===== src/verilog/dmaes_pkg.sv =====
// Package with the register map, flag layout and bus encodings of the DMA
// event, error and status block.
// Assumes a 32-bit AHB-Lite system bus and at most eight DMA channels.
`default_nettype none
package dmaes_pkg;

    // ************************************************************
    // Register map
    // ************************************************************
    localparam logic [31:0] BASE_ADDR = 32'ha000_0000;
    localparam int OFS_W = 8;
    localparam logic [7:0] STATUS_OFS = 8'h00;
    localparam logic [7:0] CLEAR_OFS = 8'h04;
    localparam logic [31:0] STATUS_RESET = 32'h0000_0000;
    localparam logic [31:0] CLEAR_RESET = 32'h0000_0000;

    // ************************************************************
    // Flag layout inside one channel nibble
    // ************************************************************
    localparam int BITS_PER_CH = 4;
    localparam int SUMMARY_POS = 0;
    localparam int DONE_POS = 1;
    localparam int HALF_POS = 2;
    localparam int ERROR_POS = 3;
    localparam logic FLAG_RESET = 1'b0;

    // ************************************************************
    // Channel and request counts
    // ************************************************************
    localparam int NUM_CH = 6;
    localparam int NUM_PERIPH_REQ = 8;
    localparam int PSEL_W = 3;

    // ************************************************************
    // AHB encodings
    // ************************************************************
    localparam logic [2:0] HSIZE_WORD = 3'h2;

    // Bus answer sequencer; the two error states form the two-cycle ERROR response.
    typedef enum logic [1:0] {
        RSP_OKAY = 2'b00,
        RSP_ERR1 = 2'b01,
        RSP_ERR2 = 2'b10
    } dmaes_rsp_t;

endpackage : dmaes_pkg
`default_nettype wire


===== src/verilog/dmaes_flag.sv =====
// One sticky event flag, set by hardware and cleared by a write of one.
// Assumes set and clear are single-cycle strobes on clk_i.
`timescale 1ns/1ps
`default_nettype none
module dmaes_flag (
    input wire logic clk_i,
    input wire logic rstn_i,
    input wire logic set_i,
    input wire logic clr_i,
    output logic flag_o
);

    logic flag_q;
    logic flag_d;

    // A set in the same cycle as a clear wins so that no event is lost.
    assign flag_d = set_i | (flag_q & ~clr_i);

    always_ff @(posedge clk_i or negedge rstn_i)
    begin
        if (!rstn_i)
        begin
            flag_q <= dmaes_pkg::FLAG_RESET;
        end
        else
        begin
            flag_q <= flag_d;
        end
    end

    assign flag_o = flag_q;
endmodule : dmaes_flag
`default_nettype wire


===== src/verilog/dmaes_top.sv =====
// DMA event, error and interrupt status block with its AHB-Lite register slave.
// Assumes the transfer engine reports half and full completion as one-cycle pulses
// and presents each channel bus access with its address, all on clk_i.
// Functional notes
// - A channel access whose address falls in the reserved region is a transfer error.
// - A transfer error pulses the channel enable clear so the engine stops that channel.
// - A transfer error sets the error flag whatever its enable, and interrupts only when its enable is set.
// - Half, done and error flags each raise the channel interrupt under their own enable.
// - Each channel request is a chosen peripheral request or the ADC request.
// - The read-only status register sits at offset 0x00 of base 0xA0000000.
// - The write-only clear register sits at offset 0x04 and resets to zero.
// - Channel n holds summary at bit 4n, done at 4n+1, half at 4n+2, error at 4n+3.
// - The summary flag sets on any error, half or done event of its channel.
// - Only hardware sets flags and software clears one by writing 1 at its position.
// - Every status flag resets to zero.
// - The nibble pattern runs through channel 5 whose error flag is bit 23.
`timescale 1ns/1ps
`default_nettype none
module dmaes_top #(
    parameter int NUM_CH = dmaes_pkg::NUM_CH,
    parameter int NUM_PERIPH_REQ = dmaes_pkg::NUM_PERIPH_REQ,
    parameter logic [31:0] RSVD_LO = 32'h5000_0000,
    parameter logic [31:0] RSVD_HI = 32'h9fff_ffff
) (
    input wire logic clk_i,
    input wire logic rstn_i,
    input wire logic hsel_i,
    input wire logic [31:0] haddr_i,
    input wire logic [1:0] htrans_i,
    input wire logic hwrite_i,
    input wire logic [2:0] hsize_i,
    input wire logic [31:0] hwdata_i,
    input wire logic hready_i,
    output logic [31:0] hrdata_o,
    output logic hreadyout_o,
    output logic hresp_o,
    input wire logic [NUM_CH-1:0] chan_acc_valid_i,
    input wire logic [NUM_CH*32-1:0] chan_acc_addr_i,
    input wire logic [NUM_CH-1:0] half_done_event_i,
    input wire logic [NUM_CH-1:0] xfer_done_event_i,
    input wire logic [NUM_CH-1:0] half_done_irq_en_i,
    input wire logic [NUM_CH-1:0] xfer_done_irq_en_i,
    input wire logic [NUM_CH-1:0] xfer_error_irq_en_i,
    input wire logic [NUM_PERIPH_REQ-1:0] periph_req_i,
    input wire logic adc_req_i,
    input wire logic [NUM_CH-1:0] adc_sel_i,
    input wire logic [NUM_CH*dmaes_pkg::PSEL_W-1:0] periph_sel_i,
    output logic [NUM_CH-1:0] chan_req_o,
    output logic [NUM_CH-1:0] chan_en_clr_o,
    output logic [NUM_CH-1:0] chan_irq_o
);

    localparam int FW = NUM_CH * dmaes_pkg::BITS_PER_CH;

    // ************************************************************
    // Bus address phase decode
    // ************************************************************
    wire logic addr_phase;
    wire logic size_ok;
    wire logic [7:0] reg_ofs;
    wire logic bad_acc;
    wire logic rd_status;
    wire logic wr_clear;

    assign addr_phase = hsel_i & htrans_i[1] & hready_i;
    assign size_ok = (hsize_i == dmaes_pkg::HSIZE_WORD);
    assign reg_ofs = haddr_i[dmaes_pkg::OFS_W-1:0];
    // Narrow accesses are answered with ERROR, which the core turns into a fault.
    assign bad_acc = addr_phase & ~size_ok;
    assign rd_status = addr_phase & size_ok & ~hwrite_i & (reg_ofs == dmaes_pkg::STATUS_OFS);
    assign wr_clear = addr_phase & size_ok & hwrite_i & (reg_ofs == dmaes_pkg::CLEAR_OFS);

    logic clr_pend_q;
    wire logic [31:0] clr_vec;

    // Write data arrives in the data phase, one cycle after the address was taken.
    assign clr_vec = clr_pend_q ? hwdata_i : dmaes_pkg::CLEAR_RESET;

    // ************************************************************
    // Per-channel flags, errors and requests
    // ************************************************************
    wire logic [31:0] status_w;
    wire logic [NUM_CH-1:0] err_ev;
    wire logic [NUM_CH-1:0] any_ev;
    wire logic [NUM_CH-1:0] irq_d;
    wire logic [NUM_CH-1:0] req_d;
    logic [NUM_CH-1:0] irq_q;
    logic [NUM_CH-1:0] en_clr_q;
    logic [NUM_CH-1:0] req_q;

    genvar c;
    genvar k;
    generate
        for (c = 0; c < NUM_CH; c++)
        begin : g_ch
            wire logic [31:0] acc_addr;
            wire logic [dmaes_pkg::PSEL_W-1:0] psel;
            wire logic [dmaes_pkg::BITS_PER_CH-1:0] ev;
            wire logic [dmaes_pkg::BITS_PER_CH-1:0] fl;

            assign acc_addr = chan_acc_addr_i[c*32 +: 32];
            // One contiguous reserved window is decoded; a split map needs a second compare.
            assign err_ev[c] = chan_acc_valid_i[c] & (acc_addr >= RSVD_LO)
                               & (acc_addr <= RSVD_HI);
            assign any_ev[c] = err_ev[c] | half_done_event_i[c] | xfer_done_event_i[c];
            assign ev[dmaes_pkg::SUMMARY_POS] = any_ev[c];
            assign ev[dmaes_pkg::DONE_POS] = xfer_done_event_i[c];
            assign ev[dmaes_pkg::HALF_POS] = half_done_event_i[c];
            assign ev[dmaes_pkg::ERROR_POS] = err_ev[c];

            for (k = 0; k < dmaes_pkg::BITS_PER_CH; k++)
            begin : g_bit
                dmaes_flag u_flag (
                    .clk_i(clk_i),
                    .rstn_i(rstn_i),
                    .set_i(ev[k]),
                    .clr_i(clr_vec[c*dmaes_pkg::BITS_PER_CH + k]),
                    .flag_o(fl[k])
                );

            end

            // Channel nibbles pack upward from bit 0.
            assign status_w[c*dmaes_pkg::BITS_PER_CH +: dmaes_pkg::BITS_PER_CH] = fl;
            assign irq_d[c] = (fl[dmaes_pkg::DONE_POS] & xfer_done_irq_en_i[c])
                              | (fl[dmaes_pkg::HALF_POS] & half_done_irq_en_i[c])
                              | (fl[dmaes_pkg::ERROR_POS] & xfer_error_irq_en_i[c]);
            assign psel = periph_sel_i[c*dmaes_pkg::PSEL_W +: dmaes_pkg::PSEL_W];
            assign req_d[c] = adc_sel_i[c] ? adc_req_i : periph_req_i[psel];

        end
        if (FW < 32)
        begin : g_pad
            assign status_w[31:FW] = '0;
        end
    endgenerate

    // ************************************************************
    // Bus answer sequencer
    // ************************************************************
    dmaes_pkg::dmaes_rsp_t rsp_q;
    dmaes_pkg::dmaes_rsp_t rsp_d;
    logic hreadyout_q;
    logic hreadyout_d;
    logic hresp_q;
    logic hresp_d;
    logic [31:0] hrdata_q;
    wire logic [31:0] hrdata_d;

    // Status is sampled at the address phase so the data phase needs no wait state.
    assign hrdata_d = rd_status ? status_w : 32'h0000_0000;

    always_comb
    begin
        rsp_d = dmaes_pkg::RSP_OKAY;
        hreadyout_d = 1'b1;
        hresp_d = 1'b0;
        unique case (rsp_q)
            dmaes_pkg::RSP_OKAY, dmaes_pkg::RSP_ERR2:
            begin
                if (bad_acc)
                begin
                    rsp_d = dmaes_pkg::RSP_ERR1;
                    hreadyout_d = 1'b0;
                    hresp_d = 1'b1;
                end
            end
            dmaes_pkg::RSP_ERR1:
            begin
                rsp_d = dmaes_pkg::RSP_ERR2;
                hresp_d = 1'b1;
            end
            default:
            begin
                rsp_d = dmaes_pkg::RSP_OKAY;
            end
        endcase
    end

    always_ff @(posedge clk_i or negedge rstn_i)
    begin
        if (!rstn_i)
        begin
            rsp_q <= dmaes_pkg::RSP_OKAY;
            hreadyout_q <= 1'b1;
            hresp_q <= 1'b0;
            hrdata_q <= dmaes_pkg::STATUS_RESET;
            clr_pend_q <= 1'b0;
        end
        else
        begin
            rsp_q <= rsp_d;
            hreadyout_q <= hreadyout_d;
            hresp_q <= hresp_d;
            hrdata_q <= hrdata_d;
            clr_pend_q <= wr_clear;
        end
    end

    always_ff @(posedge clk_i or negedge rstn_i)
    begin
        if (!rstn_i)
        begin
            irq_q <= '0;
            en_clr_q <= '0;
            req_q <= '0;
        end
        else
        begin
            irq_q <= irq_d;
            en_clr_q <= err_ev;
            req_q <= req_d;
        end
    end

    assign hrdata_o = hrdata_q;
    assign hreadyout_o = hreadyout_q;
    assign hresp_o = hresp_q;
    assign chan_irq_o = irq_q;
    assign chan_en_clr_o = en_clr_q;
    assign chan_req_o = req_q;
endmodule : dmaes_top
`default_nettype wire

===== config.mk =====
export PLATFORM = sky130hd
export DESIGN_NAME = dmaes_top
export DESIGN_NICKNAME = d
export VERILOG_FILES = /design/src/verilog/dmaes_pkg.sv /design/src/verilog/dmaes_flag.sv /design/src/verilog/dmaes_top.sv
export SDC_FILE = /design/constraint.sdc
export NUM_CORES = 1
export LEC_CHECK = 0
export BUFFER_PORTS_ARGS = -buffer_cell sky130_fd_sc_hd__buf_2
export CAP_MARGIN = 10
export CORE_AREA = 2 2 152 154
export CTS_BUF_LIST = sky130_fd_sc_hd__clkbuf_8
export CTS_CLUSTER_DIAMETER = 200
export DETAILED_ROUTE_END_ITERATION = 8
export DIE_AREA = 0 0 154 156
export PLACE_DENSITY_LB_ADDON = 0.05
export SLEW_MARGIN = 40
export SYNTH_ARGS = -nofsm -noshare
export SYNTH_HDL_FRONTEND = slang
export SYNTH_SLANG_ARGS = --single-unit

===== constraint.sdc =====
create_clock -name clk_i -period 2 [get_ports clk_i]
set_clock_uncertainty 0.2 [all_clocks]
set_input_delay 0.4 -clock clk_i [delete_from_list [all_inputs] [get_ports clk_i]]
set_output_delay 0.4 -clock clk_i [all_outputs]
set_load 0.02 [all_outputs]

Word level (Yosys, flattened, before mapping)

Cells that the tools add are included.

Flip-flop bits (word level): 71
Bits of input ports: 335
Output and inout bits: 52
Logic and storage cells: 219

Magnitude comparators: 18
Eq/ne operators: 4
Mux-type cells: 26
Bitwise logic cells: 136
Reduce and logical (&&, ||, !) cells: 3

Operators by type and width:

| operator                                                                 | count |
|---|---|
| 32-bit by 31-bit >= comparator with 1-bit output (second input constant) | 6 |
| 32-bit less-or-equal comparator (second input constant)                  | 6 |
| 1-bit bitwise AND                                                        | 62 |
| 24-bit 2-to-1 mux                                                        | 2 |
| 1-bit bitwise OR                                                         | 48 |
| 1-bit inverter                                                           | 26 |
| 3-bit by 4-bit < comparator with 1-bit output (second input constant)    | 6 |
| 1-bit binary-select mux with 3-bit select                                | 6 |
| 1-bit 2-to-1 mux                                                         | 16 |
| 8-bit by 3-bit equality test with 1-bit output (second input constant)   | 1 |
| 8-bit zero test                                                          | 1 |
| 2-bit case mux with 2 select lines                                       | 1 |
| 3-bit by 2-bit equality test with 1-bit output (second input constant)   | 1 |
| 2-bit by 1-bit equality test with 1-bit output (second input constant)   | 1 |
| 2-bit equality test (second input constant)                              | 1 |
| 2-bit zero test                                                          | 1 |
| 1-bit case mux with 2 select lines                                       | 1 |
| 2-bit OR reduction                                                       | 1 |

Depth between registers and ports, before layout

Gate-level depths: netlist of the first run.

Depth in word-level cells: 6
Gate-level depth with buffers: 4
Gate-level depth less buffers: 3

Modules after synthesis

From an unflattened synthesis of the first run, not the netlist that was laid out.

Cells, all modules: 294
Area, all modules: 3,508.4 µm²

By module, submodules not included:

| module     | times used | cells each | area an instance (µm²) | seq. area each (µm²) |
|---|---|---|---|---|
| dmaes_top  | 1          | 222        | 2,637.5                | 1,177.4 |
| dmaes_flag | 24         | 3          | 36.3                   | 25.0 |

Worst setup path after synthesis of the first run

No wires, ideal clock.

Path kind: input to register
Start point: input port haddr_i[0]
End point: register hrdata_q[13], in the netlist hrdata_o[13]
Setup time: 94 ps
Arrival: 1,276 ps
Required time: 1,706 ps
Path slack: 430 ps
Stages on the path: 4
Path buffers: 1
Cell sequence: nor3_1 -> nand4_4 -> buf_6 -> nor4b_4

Word-level cells in the longest chain between the ends: 3

RTL lines:

| element                | RTL line         | source |
|---|---|---|
| from (decl)            | dmaes_top.sv:28  | `input wire logic [31:0] haddr_i,` |
| 8-bit zero test        | dmaes_top.sv:70  | `assign rd_status = addr_phase & size_ok & ~hwrite_i & (reg_ofs == dmaes_pkg::STATUS_OFS);` |
| 1-bit bitwise AND      | dmaes_top.sv:70  |  |
| 24-bit 2-to-1 mux      | dmaes_top.sv:151 | `assign hrdata_d = rd_status ? status_w : 32'h0000_0000;` |
| named net hrdata_d[13] | dmaes_top.sv:148 | `wire logic [31:0] hrdata_d;` |
| to (signal assigned)   | dmaes_top.sv:187 | `hrdata_q <= dmaes_pkg::STATUS_RESET;` |
| to (signal assigned)   | dmaes_top.sv:195 | `hrdata_q <= hrdata_d;` |
| to (decl)              | dmaes_top.sv:147 | `logic [31:0] hrdata_q;` |

The timed path passes the listed nets, and every way through them passes these cells.

Worst setup path in the final report of the first run

Start point: input port haddr_i[0]
End point: register hrdata_q[7], in the netlist hrdata_o[7]

The elaborated chain is that of the path after synthesis.

==> run summary, run 1 <==
After synthesis the cells add up to about 3400 um^2. The run finished with clean final reports. The maximum fanout along the worst path came out at 22. The total of flip-flops plus latches after synthesis is 71.

The count of maximum capacitance violations is 0. The clock input transition at the sequential cells of the worst setup and hold paths is approximately 0.07 ns. The cell at the root of the clock tree is sky130_fd_sc_hd__clkbuf_8. The tightest hold path in the finished design has a slack of around 0.027 ns. The hold buffer count at cts came out at 2. The final worst-path setup slack is roughly 0.26 ns.

The final sum of negative setup slack is 0 ns. The first global-routing pass estimated ~17000 um of wire. The library cells used most frequently in the layout, excluding fill and tap cells, are sky130_fd_sc_hd__buf_2 (176), sky130_fd_sc_hd__dfrtp_1 (70), sky130_fd_sc_hd__nand2_1 (37). The die width is around 150 um. The total count of max-transition violations in the final report came out at 0.

The number of antenna violations at the first check in global routing is 1. The worst hold path belongs to the class primary input to register. The count of final hold-check violations came out at 0. The number of gates resized after cts came out at 0.

The share of final-layout standard cells stronger than drive strength 1 came out at 0.5108. The instance count of the mapped netlist is about 280. The library cell used most frequently in the layout, excluding fill and tap cells, is sky130_fd_sc_hd__buf_2. The first TritonRoute pass finished after 4 iterations.

The layout overhead on the synthesized area is 43.86%. The number of cells on the worst hold path came out at 2. Setup repair after global routing left no endpoint under its margin.

The worst setup timing slack at the placement stage is -0.1541 ns. The weighted congestion reported at the end of routability-driven placement is 0.7092. Entering global routing, the biggest net connects 34 pins. The number of nets in the finished design is just under 800. The aggregate global-route resource usage came out at 0.09810.

The upper clock frequency limit is ~570 MHz. The worst slew margin relative to its limit is 0.6663. Of all cell types, the one taking the most synthesized area is sky130_fd_sc_hd__dfrtp_1.

Summing all flip-flop and latch instances after layout gives 1778 um^2. The critical path launch point type is a primary input. The data arrival time of the worst path came out at about 1.8 ns. Buffers placed on the I/O ports in this run total 177. From bottom edge to top edge, the die measures around 160 um. The via total after detailed routing came out at around 2800. The floorplan row count came out at 55.

The critical path is of the primary input to register type. The netlist uses 31 different library cells. The peak supply drop came out at around 0.00018 V.

The clock latency of the later-clocked register in the worst-skew pair is roughly 0.37 ns. The leakage power summed over all cells is 0.002262 uW. Summed over all layers, the routed wires come to 11560 um. The TritonCTS clock tree is done. The required time of the worst setup path came out at around 2 ns.

The placed instance count came out at approximately 730. The power per standard cell area is ~630 nW/um^2. The number of H-tree levels came out at 3. The setup-violating endpoint count in the final report is 0. The number of post-CTS setup repair buffers is 0. For this run, the share of the core covered by cells in the final layout is 0.2162. The count of fill cells added during filler insertion came out at around 2400.

The clock passes through at most 2 buffers. The via count of the first global-routing pass is 2996. The number of vias per cell after detailed routing came out at ~3.7. The detailed router's first-iteration violation count came out at roughly 120. The post-synthesis area per instance is between 10 and 15 um^2. The area of the multi-input gates came out at ~1400 um^2. The number of CTS-inserted buffers is 9.

After legalization and detailed placement, the total HPWL measured 8973 um. The area of the die came out at between 20000 and 25000 um^2. The remaining number of nets flagged by the antenna check after routing is 0. Global routing finished with a remaining overflow of 0. The slew at the pin closest to its max-slew limit came out at 0.4968 ns.

The number of synthesis warnings came out at 0. The share of the yosys chip area belonging to registers is 0.5290. The number of cells on the worst reg-to-reg path is 4.

The routed wirelength normalized by instance count came out at 15.42 um. The placeable core area is roughly 22000 um^2. The clock period minus worst slack is between 1.5 and 2 ns. The number of top-level pins came out at 387. The CTS sink count is 71. STA classifies the critical path endpoint as a register. After synthesis, the cell types taking the most area are sky130_fd_sc_hd__dfrtp_1 (52%), sky130_fd_sc_hd__nor4b_2 (8.0%), sky130_fd_sc_hd__mux2i_1 (7.1%), sky130_fd_sc_hd__nand2_1 (4.1%), sky130_fd_sc_hd__mux4_2 (4.0%). The number of remaining DRC errors came out at 0.

The starting density of the core came out at 0.1503. The period utilization is 0.8703. The number of standard cells in the final layout excluding fillers came out at 750.

The fraction of post-synthesis cell area in the top cell type by area is 0.5212.
-- path summary, 6_finish.rpt --
path	startpoint	end	slack, ns
worst max register to register	clr_pend_q$_DFF_PN0_	g_ch[3].g_bit[0].u_flag.flag_o$_DFF_PN0_	0.55
max in group asynchronous	rstn_i	hreadyout_o$_DFF_PN1_	0.67
worst min-delay path	adc_sel_i[5]	chan_req_o[5]$_DFF_PN0_	0.03
min in group asynchronous	rstn_i	chan_irq_o[0]$_DFF_PN0_	0.33
worst min register to register	rsp_q[1]$_DFF_PN0_	rsp_q[1]$_DFF_PN0_	0.21
worst max-delay path	haddr_i[0]	hrdata_o[7]$_DFF_PN0_	0.26
-- registers in the layout, summed over array words and instances, names as in the netlist --
signal,count
rsp_q,2
chan_req_o,6
hreadyout_o,1
chan_irq_o,6
hresp_o,1
hrdata_o,24
g_ch.g_bit.u_flag.flag_o,24
clr_pend_q,1
chan_en_clr_o,6
-- power by group --
| part | internal [uW] | total [uW] | switching [uW] |
|---|---|---|---|
| clock network | 556 | 1120 | 567 |
| logic | 204 | 453 | 249 |
| registers | 1460 | 1470 | 7.50 |
| total | 2220 | 3050 | 824 |
-- worst max-delay path, cell delays in order --
cell and delay [ns]:
sky130_fd_sc_hd__buf_2 0.10, sky130_fd_sc_hd__nor3_1 0.44, sky130_fd_sc_hd__buf_4 0.21, sky130_fd_sc_hd__nand4_4 0.12, sky130_fd_sc_hd__buf_12 0.21, sky130_fd_sc_hd__nor4b_1 0.30
-- per-layer routing --
metal,part of all wire,global-route usage
met1,0.48,0.1336
met2,0.40,0.1347
met3,0.11,0.04556
met4,0.014,0.03471
met5,0,0
-- through the flow --
stage / instance area, um^2 / power (uW)
3_5_place_dp: 4633 / 1957
3_3_place_gp: 4633 / 1956
2_1_floorplan: 3387 / 1699
4_1_cts: 4832 / 3127
5_1_grt: 4832 / 3239
6_report: 4835 / 3046
-- cell usage after synthesis --
cell	instances
sky130_fd_sc_hd__dfrtp_1	70
sky130_fd_sc_hd__nand2_1	37
sky130_fd_sc_hd__mux2i_1	24
sky130_fd_sc_hd__nor4b_2	18
sky130_fd_sc_hd__inv_1	14
sky130_fd_sc_hd__o21ai_0	13
sky130_fd_sc_hd__a21o_1	12
sky130_fd_sc_hd__buf_4	8
sky130_fd_sc_hd__nor2_1	8
sky130_fd_sc_hd__a211oi_1	6
sky130_fd_sc_hd__a21oi_1	6
sky130_fd_sc_hd__a222oi_1	6
sky130_fd_sc_hd__clkbuf_2	6
sky130_fd_sc_hd__mux4_2	6
sky130_fd_sc_hd__nor3b_1	6
sky130_fd_sc_hd__o21ai_1	6
sky130_fd_sc_hd__o21ba_2	6
sky130_fd_sc_hd__clkbuf_1	5
sky130_fd_sc_hd__nor4b_1	5
sky130_fd_sc_hd__buf_1	2
sky130_fd_sc_hd__buf_6	2
sky130_fd_sc_hd__and3_1	1
sky130_fd_sc_hd__buf_2	1
sky130_fd_sc_hd__conb_1	1
sky130_fd_sc_hd__dfstp_2	1
sky130_fd_sc_hd__nand4_4	1
sky130_fd_sc_hd__nor3_1	1
sky130_fd_sc_hd__nor3b_2	1
sky130_fd_sc_hd__nor4_4	1
sky130_fd_sc_hd__nor4b_4	1
sky130_fd_sc_hd__or3b_2	1
-- cells by family after synthesis --
group,share of synthesized area
AOI/OAI and AO/OA,0.1132
buffers and inverters,0.05845
DFF,0.5290
muxes,0.1117
other,0.001116
and+or+nand+nor,0.1865
-- area by class of cell --
class / count / area share
inverters: 14 / 0.01087
clock buffers: 9 / 0.02562
well taps: 285 / 0.07376
diodes: 1 / 0.0005176
repair buffers: 190 / 0.2179
multi-input cells: 174 / 0.2922
flip-flops and latches: 71 / 0.3678
clock inverters: 6 / 0.01139
No activity file was read; power rests on OpenSTA's default activity.
==> run 2, diff against run 1 <==
- ABC_AREA: not set -> 1
- CORE_AREA: 2 2 152 154 -> 2 2 151 153
- DIE_AREA: 0 0 154 156 -> 0 0 153 155
==> run 2 against run 1 <==
Clock-buffer cell count did not move. First-iteration DRC count is 32% higher. Synthesized cell count up 55%. Sequential power about the same. Critical path depth is 5 lower. Synthesized area decreased by 0.30%. Register-to-register slack gained 0.21 ns. Hold slack improved by 0.0065 ns. Sequential cell count is the same. Clock power rose by 6%. Non-clock buffer count decreased by 8. Critical path type is now register to primary output. Largest cell class unchanged. Largest power group unchanged. Highest routed layer unchanged.
==> run summary, run 2 <==
The required time of the worst setup path came out at ~1.4 ns. In this run the tool buffered the top-level ports with 177 buffer cells. The leakage power summed over all cells came out at between 0.002 and 0.003 uW. The die width came out at 153 um. The worst setup path is launched from a register. The tree is rooted in a sky130_fd_sc_hd__clkbuf_8.

The number of H-tree levels came out at 3. Setup repair after global routing left no endpoint under its margin. The combined buffer and inverter count along the critical path is 1.

Of the cells placed in the final design, the portion with a size suffix greater than 1 is 0.3548. In the post-synthesis netlist, the biggest area contributors are sky130_fd_sc_hd__dfrtp_1 (52%), sky130_fd_sc_hd__nand2_1 (17%), sky130_fd_sc_hd__inv_1 (9.0%), sky130_fd_sc_hd__nand3_1 (7.6%), sky130_fd_sc_hd__nor2_2 (3.4%). Traced cell by cell, the critical path runs through buf_2.

Max-cap violations in this run came to 0. In the finished design, the share of the clock period the worst path needs comes to 0.8171. In the layout the commonest cells are sky130_fd_sc_hd__buf_2 (176), sky130_fd_sc_hd__nand2_1 (153), sky130_fd_sc_hd__inv_1 (80).

The number of CTS-inserted buffers came out at 9. In the routed layout, each cell is associated on average with a via count of between 3 and 4. Once layout is complete, the cells apart from fillers number 913. The number of synthesis warnings is 0.

The height of the die came out at around 160 um. The count of final hold-check violations is 0. The share of the yosys chip area belonging to registers came out at 0.5306. The number of antenna violations at the first check in global routing came out at 6.

At the later pin of the worst-skew pair, clock insertion delay measures approximately 0.36 ns. In this run, distinct cell masters in the synthesized netlist total 19. The buffer levels on the longest clock path came out at 2. Once the clock tree was built, the resizer swapped 0 gates to a different size. The wire length reported by the detailed router is about 12000 um. The floorplan row count came out at between 50 and 60. Based on the critical path, the design can be clocked at up to about 610 MHz. In this run the worst path has a maximum fanout of 1. The synthesized design contains 0 enable-type register cells. Detailed routing inserted a total of about 3300 vias. The setup-violating endpoint count in the final report came out at 0. The cell class contributing the biggest share of worst-path delay is flip-flops. The first routing iteration left 155 violations.

The layout has around 2500 filler cells. The post-synthesis area per instance came out at about 8 um^2. The clock input transition at the sequential cells of the worst setup and hold paths is approximately 0.090 ns. The slowest stage of the critical path belongs to the cell sky130_fd_sc_hd__dfstp_2. The final sum of negative setup slack is 0 ns. Of the post-synthesis cell area, the dominant cell type holds 0.5228. The final instance area is roughly 4800 um^2. The total of flip-flops plus latches after synthesis came out at 71.

In this run the worst hold path is classified as primary input to register. For this design the top-level I/O count stands at approximately 390. The initial utilization of the core area, before any placement, comes to 0.1507. The number of detailed-routing iterations run before antenna repair is 4. The number of remaining DRC errors is 0.

The TritonCTS clock tree is done. The remaining global-route overflow came out at 0. The floorplan step defined a die boundary enclosing ~24000 um^2.

STA classifies the critical path endpoint as a primary output. The first global-routing pass estimated 18880 um of wire. The placed instance count is roughly 890. The congestion estimate from routability-driven global placement came to around 0.74. In the post-synthesis netlist, the cell with the most instances is sky130_fd_sc_hd__nand2_1. For this run, the total global-route usage over all layers was measured as 0.1041. The remaining number of nets flagged by the antenna check after routing came out at 0. After detailed placement, the total cell area comes to between 4000 and 5000 um^2.

The type of the worst setup path is register to primary output. The synthesized design spends more area on one cell type than any other, namely sky130_fd_sc_hd__dfrtp_1. Dividing the detail-routed wire length by the instance count gives between 10 and 15 um. In the final layout, flip-flops and latches occupy about 1800 um^2.

In the final design database the tool counted 950 nets. The pin count of the biggest net entering global routing came out at 26. The power per standard cell area is between 600 and 700 nW/um^2.

The via count of the first global-routing pass is about 3500. VDD sags by at most ~0.00018 V. The most used flip-flop cell after synthesis is sky130_fd_sc_hd__dfrtp_1. For the finished layout, the period the worst path requires is 1.634 ns. The most common cell after layout, fill and taps aside is sky130_fd_sc_hd__buf_2. The data arrival time of the worst path is a little over 1 ns. The minimum hold slack is 0.03321 ns.

The final worst-path setup slack is 0.3658 ns. The total count of max-transition violations in the final report came out at 0. The layout overhead on the synthesized area came out at 43.99%. Ranked by instance count, the synthesized netlist is headed by sky130_fd_sc_hd__nand2_1 (153), sky130_fd_sc_hd__inv_1 (80), sky130_fd_sc_hd__dfrtp_1 (70), sky130_fd_sc_hd__nand3_1 (51), sky130_fd_sc_hd__nor2_2 (18).

The post-DP HPWL came out at between 9000 and 10000 um. The delay of the slowest cell on the worst path came out at ~0.52 ns. The post-synthesis async set-or-reset flop share came out at 1.000.

The flow ran to the end, and the final reports show no timing, DRC or antenna violations. After synthesis the cells add up to between 3000 and 4000 um^2. In the final layout, the multi-input gates occupy between 1000 and 1500 um^2. The clock net in this run drives a total of between 70 and 80 sinks. After technology mapping, the gate count stands at 427. The worst setup timing slack at the placement stage is 0.3959 ns. The placeable core area came out at between 20000 and 25000 um^2.
-- run 2: changes by cell type after synthesis, sizes merged, moves of 9 or more --
cell / delta
a21o: -12
clkbuf: -9
inv: +66
mux2i: -24
nand2: +117
nand3: +51
nor2: +22
nor4b: -24
-- run 2: through the flow --
stage / util / power (uW)
floorplan: - / 1687
CTS: 0.2162 / 3172
detailed placement: 0.2069 / 1934
global route: 0.2164 / 3303
finish: 0.2171 / 3091
global placement: 0.2069 / 1930
-- run 2: cells by family after synthesis --
| group | synth area share |
|---|---|
| compound gates | 0.01942 |
| simple gates | 0.3323 |
| other cells | 0.001119 |
| flops | 0.5306 |
| buf+inv | 0.1165 |
-- run 2: worst paths after layout --
check,cells after the start,startpoint,slack (ns),endpoint
setup / recovery,1,hreadyout_o$_DFF_PN1_,0.37,hreadyout_o
hold / removal,3,xfer_error_irq_en_i[5],0.03,chan_irq_o[5]$_DFF_PN0_
setup reg to reg,4,clr_pend_q$_DFF_PN0_,0.76,g_ch[3].g_bit[0].u_flag.flag_o$_DFF_PN0_
hold reg to reg,1,rsp_q[1]$_DFF_PN0_,0.22,rsp_q[1]$_DFF_PN0_
max in group asynchronous,3,rstn_i,0.81,hrdata_o[16]$_DFF_PN0_
min in group asynchronous,2,rstn_i,0.31,chan_irq_o[1]$_DFF_PN0_
-- run 2: routing by layer --
layer  global-route usage  vias up  part of all wire
met5                    0        -                 0
met4              0.03660        0             0.014
met3              0.05404       10              0.12
met2               0.1461      158              0.41
met1               0.1362     1504              0.46
li1                     -     1664                 -
-- run 2: power by group --
part	internal [uW]	leakage (uW)	switching (uW)	total, uW
clock	579	0.000103	613	1190
sequential	1460	0.000817	8.19	1470
combinational	176	0.00203	253	429
-- run 2: area by class of cell --
class,count,area share
clock inverters,7,0.01478
clock buffers,9,0.02567
well taps,285,0.07391
multi-input cells,271,0.2505
inverters,80,0.06224
repair buffers,182,0.2002
flip-flops and latches,71,0.3685
diodes,8,0.004149
-- run 2: worst register-to-register path, delay by kind of cell (launching register included) --
kind,cells,cell delay (ns)
flops,1,0.34
buf+inv,1,0.30
simple gates,3,0.27
-- run 2: what timing repair did --
item | CTS | global route
setup buffers | 0 | 0
hold buffers | 1 | 0
hold endpoints to repair | 22 | 0
==> run 3, diff against run 2 <==
- CORE_AREA: 2 2 151 153 -> 2 2 152 154
- DIE_AREA: 0 0 153 155 -> 0 0 154 156
- clock period: 2 -> 1.3 ns (I/O delays scaled with it)
==> run 3 against run 2 <==
The flow now finishes with violations (negative hold slack, negative setup slack). Hold slack got worse by 0.053 ns. Sequential share of layout area decreased by 6.6 points. Clock power increased by 58%.
==> run summary, run 3 (synthesis gave the netlist of run 2 again) <==
Dividing the final minimum period by the clock period gives 1.125. Once detail routing completed, the nets flagged for antenna violations numbered 0. The area of the multi-input gates is approximately 1200 um^2. STA classifies the critical path startpoint as a register. The final reports fail on negative hold slack, negative setup slack.

The number of antenna violations at the first check in global routing was 3. The leakage power summed over all cells is between 0.003 and 0.004 uW. Setup repair after global routing could not meet its margin everywhere.

The min-delay analysis places its worst path in the category primary input to register. The startpoint of the lowest-slack hold path is haddr_i[4]. Traced cell by cell, the critical path runs through buf_6. The share of final-layout standard cells stronger than drive strength 1 is 0.3319. The clock tree synthesis step divided the H-tree into 3 levels. The starting density of the core came out at 0.1498. The via total after detailed routing is around 3600. The final worst-path setup slack came out at -0.1621 ns. The detailed router's first-iteration violation count is 149. TritonCTS built the clock tree. For this run, the post-layout net count is just over 1000. The clock period minus worst slack is about 1.5 ns. The share of total power in the clock network came out at 0.372. Excluding fillers, the count of instances in the completed layout stands at approximately 980.

The critical path starts at hreadyout_o$_DFF_PN1_. The buffer levels on the longest clock path came out at 2. The setup-violating endpoint count in the final report is 44. Relative to the synthesized area, the layout overhead comes to 75.28%. The HPWL after detailed placement is roughly 9500 um. The clock latency of the later-clocked register in the worst-skew pair came out at approximately 0.36 ns.

The internal power of the cells came out at 3662 uW. The area of the die is between 20000 and 25000 um^2. The first-pass GRT wire length came out at 19310 um. The CTS sink count is a little over 70. Power comes to 5045 uW.

Port buffering added around 180 buffers. The count of fill cells added during filler insertion came out at 2494. The maximum fanout along the worst path is 1. STA puts the critical path data arrival time at 1.00 ns. The total count of max-transition violations in the final report came out at 0. The number of antenna diodes in the final layout is 0.

Buffers inserted to repair hold after CTS numbered 72. The area occupied by registers is 1778 um^2. The fraction of power consumed by combinational cells came out at 0.177.

STA puts the critical path data required time at between 0.8 and 0.9 ns. Before antenna repair, the detailed router went through 4 iterations. Static timing analysis puts the maximum clock frequency at between 600 and 700 MHz.

The number of remaining DRC errors is 0. The peak supply drop came out at between 0.0003 and 0.0004 V. The type of the worst setup path is register to primary output.

The count of final hold-check violations is 1. The via count of the first global-routing pass is between 3000 and 4000. The number of top-level pins is roughly 390. The share of total power dissipated in sequential elements is 0.451. The switching share of power came out at 0.2742. The aggregate global-route resource usage is 0.1046. The worst setup timing slack at the placement stage is -0.1615 ns. Using the TritonRoute via totals, the vias-per-cell ratio works out to 3.667. The die width came out at 154 um.

The wire length reported by the detailed router came out at approximately 12000 um. Buffers inserted during clock tree synthesis total 9. After detailed placement, the design holds a cell count of between 800 and 900.

The switching power came out at around 1400 uW. The height of the die came out at ~160 um. The routed wirelength normalized by instance count is about 13 um.

The power per standard cell area came out at 859.1 nW/um^2. The delay of the slowest cell on the worst path is 0.53 ns. The critical register-to-register path startpoint is clr_pend_q$_DFF_PN0_.

Leaving out fill and tap cells, the most frequent cells in the layout are sky130_fd_sc_hd__nand2_1 (153), sky130_fd_sc_hd__buf_2 (132), sky130_fd_sc_hd__inv_1 (80). The remaining global-route overflow is 0. Final hold analysis gives a worst-case slack of -0.01987 ns. Among all stages on the critical path, the largest delay is contributed by sky130_fd_sc_hd__dfstp_2. The flow ran to the end, but the final reports show violations. The combined buffer and inverter count along the critical path came out at 1.

The count of maximum capacitance violations came out at 0. The weighted congestion reported at the end of routability-driven placement is 0.7120. The clock input transition at the sequential cells of the worst setup and hold paths came out at 0.09 ns. The most common cell after layout, fill and taps aside is sky130_fd_sc_hd__nand2_1. STA classifies the critical path endpoint as a primary output. The root buffer cell chosen for the clock tree is sky130_fd_sc_hd__clkbuf_8.

After floorplanning, the core was divided into 55 placement rows. On the critical path the largest part of the delay comes from flip-flops. The placeable core area is between 20000 and 25000 um^2. Entering global routing, the biggest net connects 25 pins.
run 3: changes by cell type in the layout (fill, tap and decap cells not counted), sizes merged:
cell	change
dlygate4sd3	+70
buf	+9
diode	-8
clkinv	-3
clkinvlp	+2
clkbuf	+1
run 3: cell type report:
| class | count | area share |
|---|---|---|
| tap | 285 | 0.06072 |
| sequential | 71 | 0.3027 |
| clock inverter | 6 | 0.01150 |
| multi-input combinational | 271 | 0.2084 |
| clock buffer | 10 | 0.02343 |
| timing repair buffer | 261 | 0.3421 |
| inverter | 80 | 0.05113 |
run 3: layer usage:
metal | share of wire | up-vias | global-route usage
met3 | 0.094 | 11 | 0.03778
met2 | 0.43 | 161 | 0.1587
met4 | 0.010 | 4 | 0.03872
li1 | - | 1809 | -
met5 | 0.0022 | - | 0
met1 | 0.46 | 1623 | 0.1364
run 3: stage by stage:
step / TNS (ns) / cell area [um^2] / utilization
detailed placement: -3.494 / 4667 / 0.2087
global route: -3.520 / 5873 / 0.2626
CTS: -3.325 / 5868 / 0.2624
global placement: -3.520 / 4667 / 0.2087
finish: -1.417 / 5873 / 0.2626
floorplan: 0 / 3377 / -
run 3: worst paths after layout:
kind                                                             to  slack, ns  cells after the start
max reg2reg                g_ch[2].g_bit[0].u_flag.flag_o$_DFF_PN0_       0.10                      4
min reg2reg                                      rsp_q[1]$_DFF_PN0_       0.23                      1
max                                                     hreadyout_o      -0.16                      1
min in group asynchronous  g_ch[1].g_bit[0].u_flag.flag_o$_DFF_PN0_       0.13                      2
max in group asynchronous                     hreadyout_o$_DFF_PN1_       0.29                      3
min                                            clr_pend_q$_DFF_PN0_      -0.02                      4
run 3: power by group through the flow:
stage / Combinational [uW] / Clock [uW] / Sequential (uW)
after floorplan: 232 / 0 / 2360
after global placement: 677 / 0 / 2310
after detailed placement: 684 / 0 / 2310
after CTS: 910 / 2010 / 2280
after global routing: 1000 / 2080 / 2280
final: 894 / 1880 / 2270
run 3: what timing repair did:
action / in CTS / in global routing
gates resized for setup: 88 / 4
pin swaps: 0 / 1
endpoints found under the setup margin: 44 / 45
hold endpoints to repair: 109 / 1
buffers inserted: 0 / 0
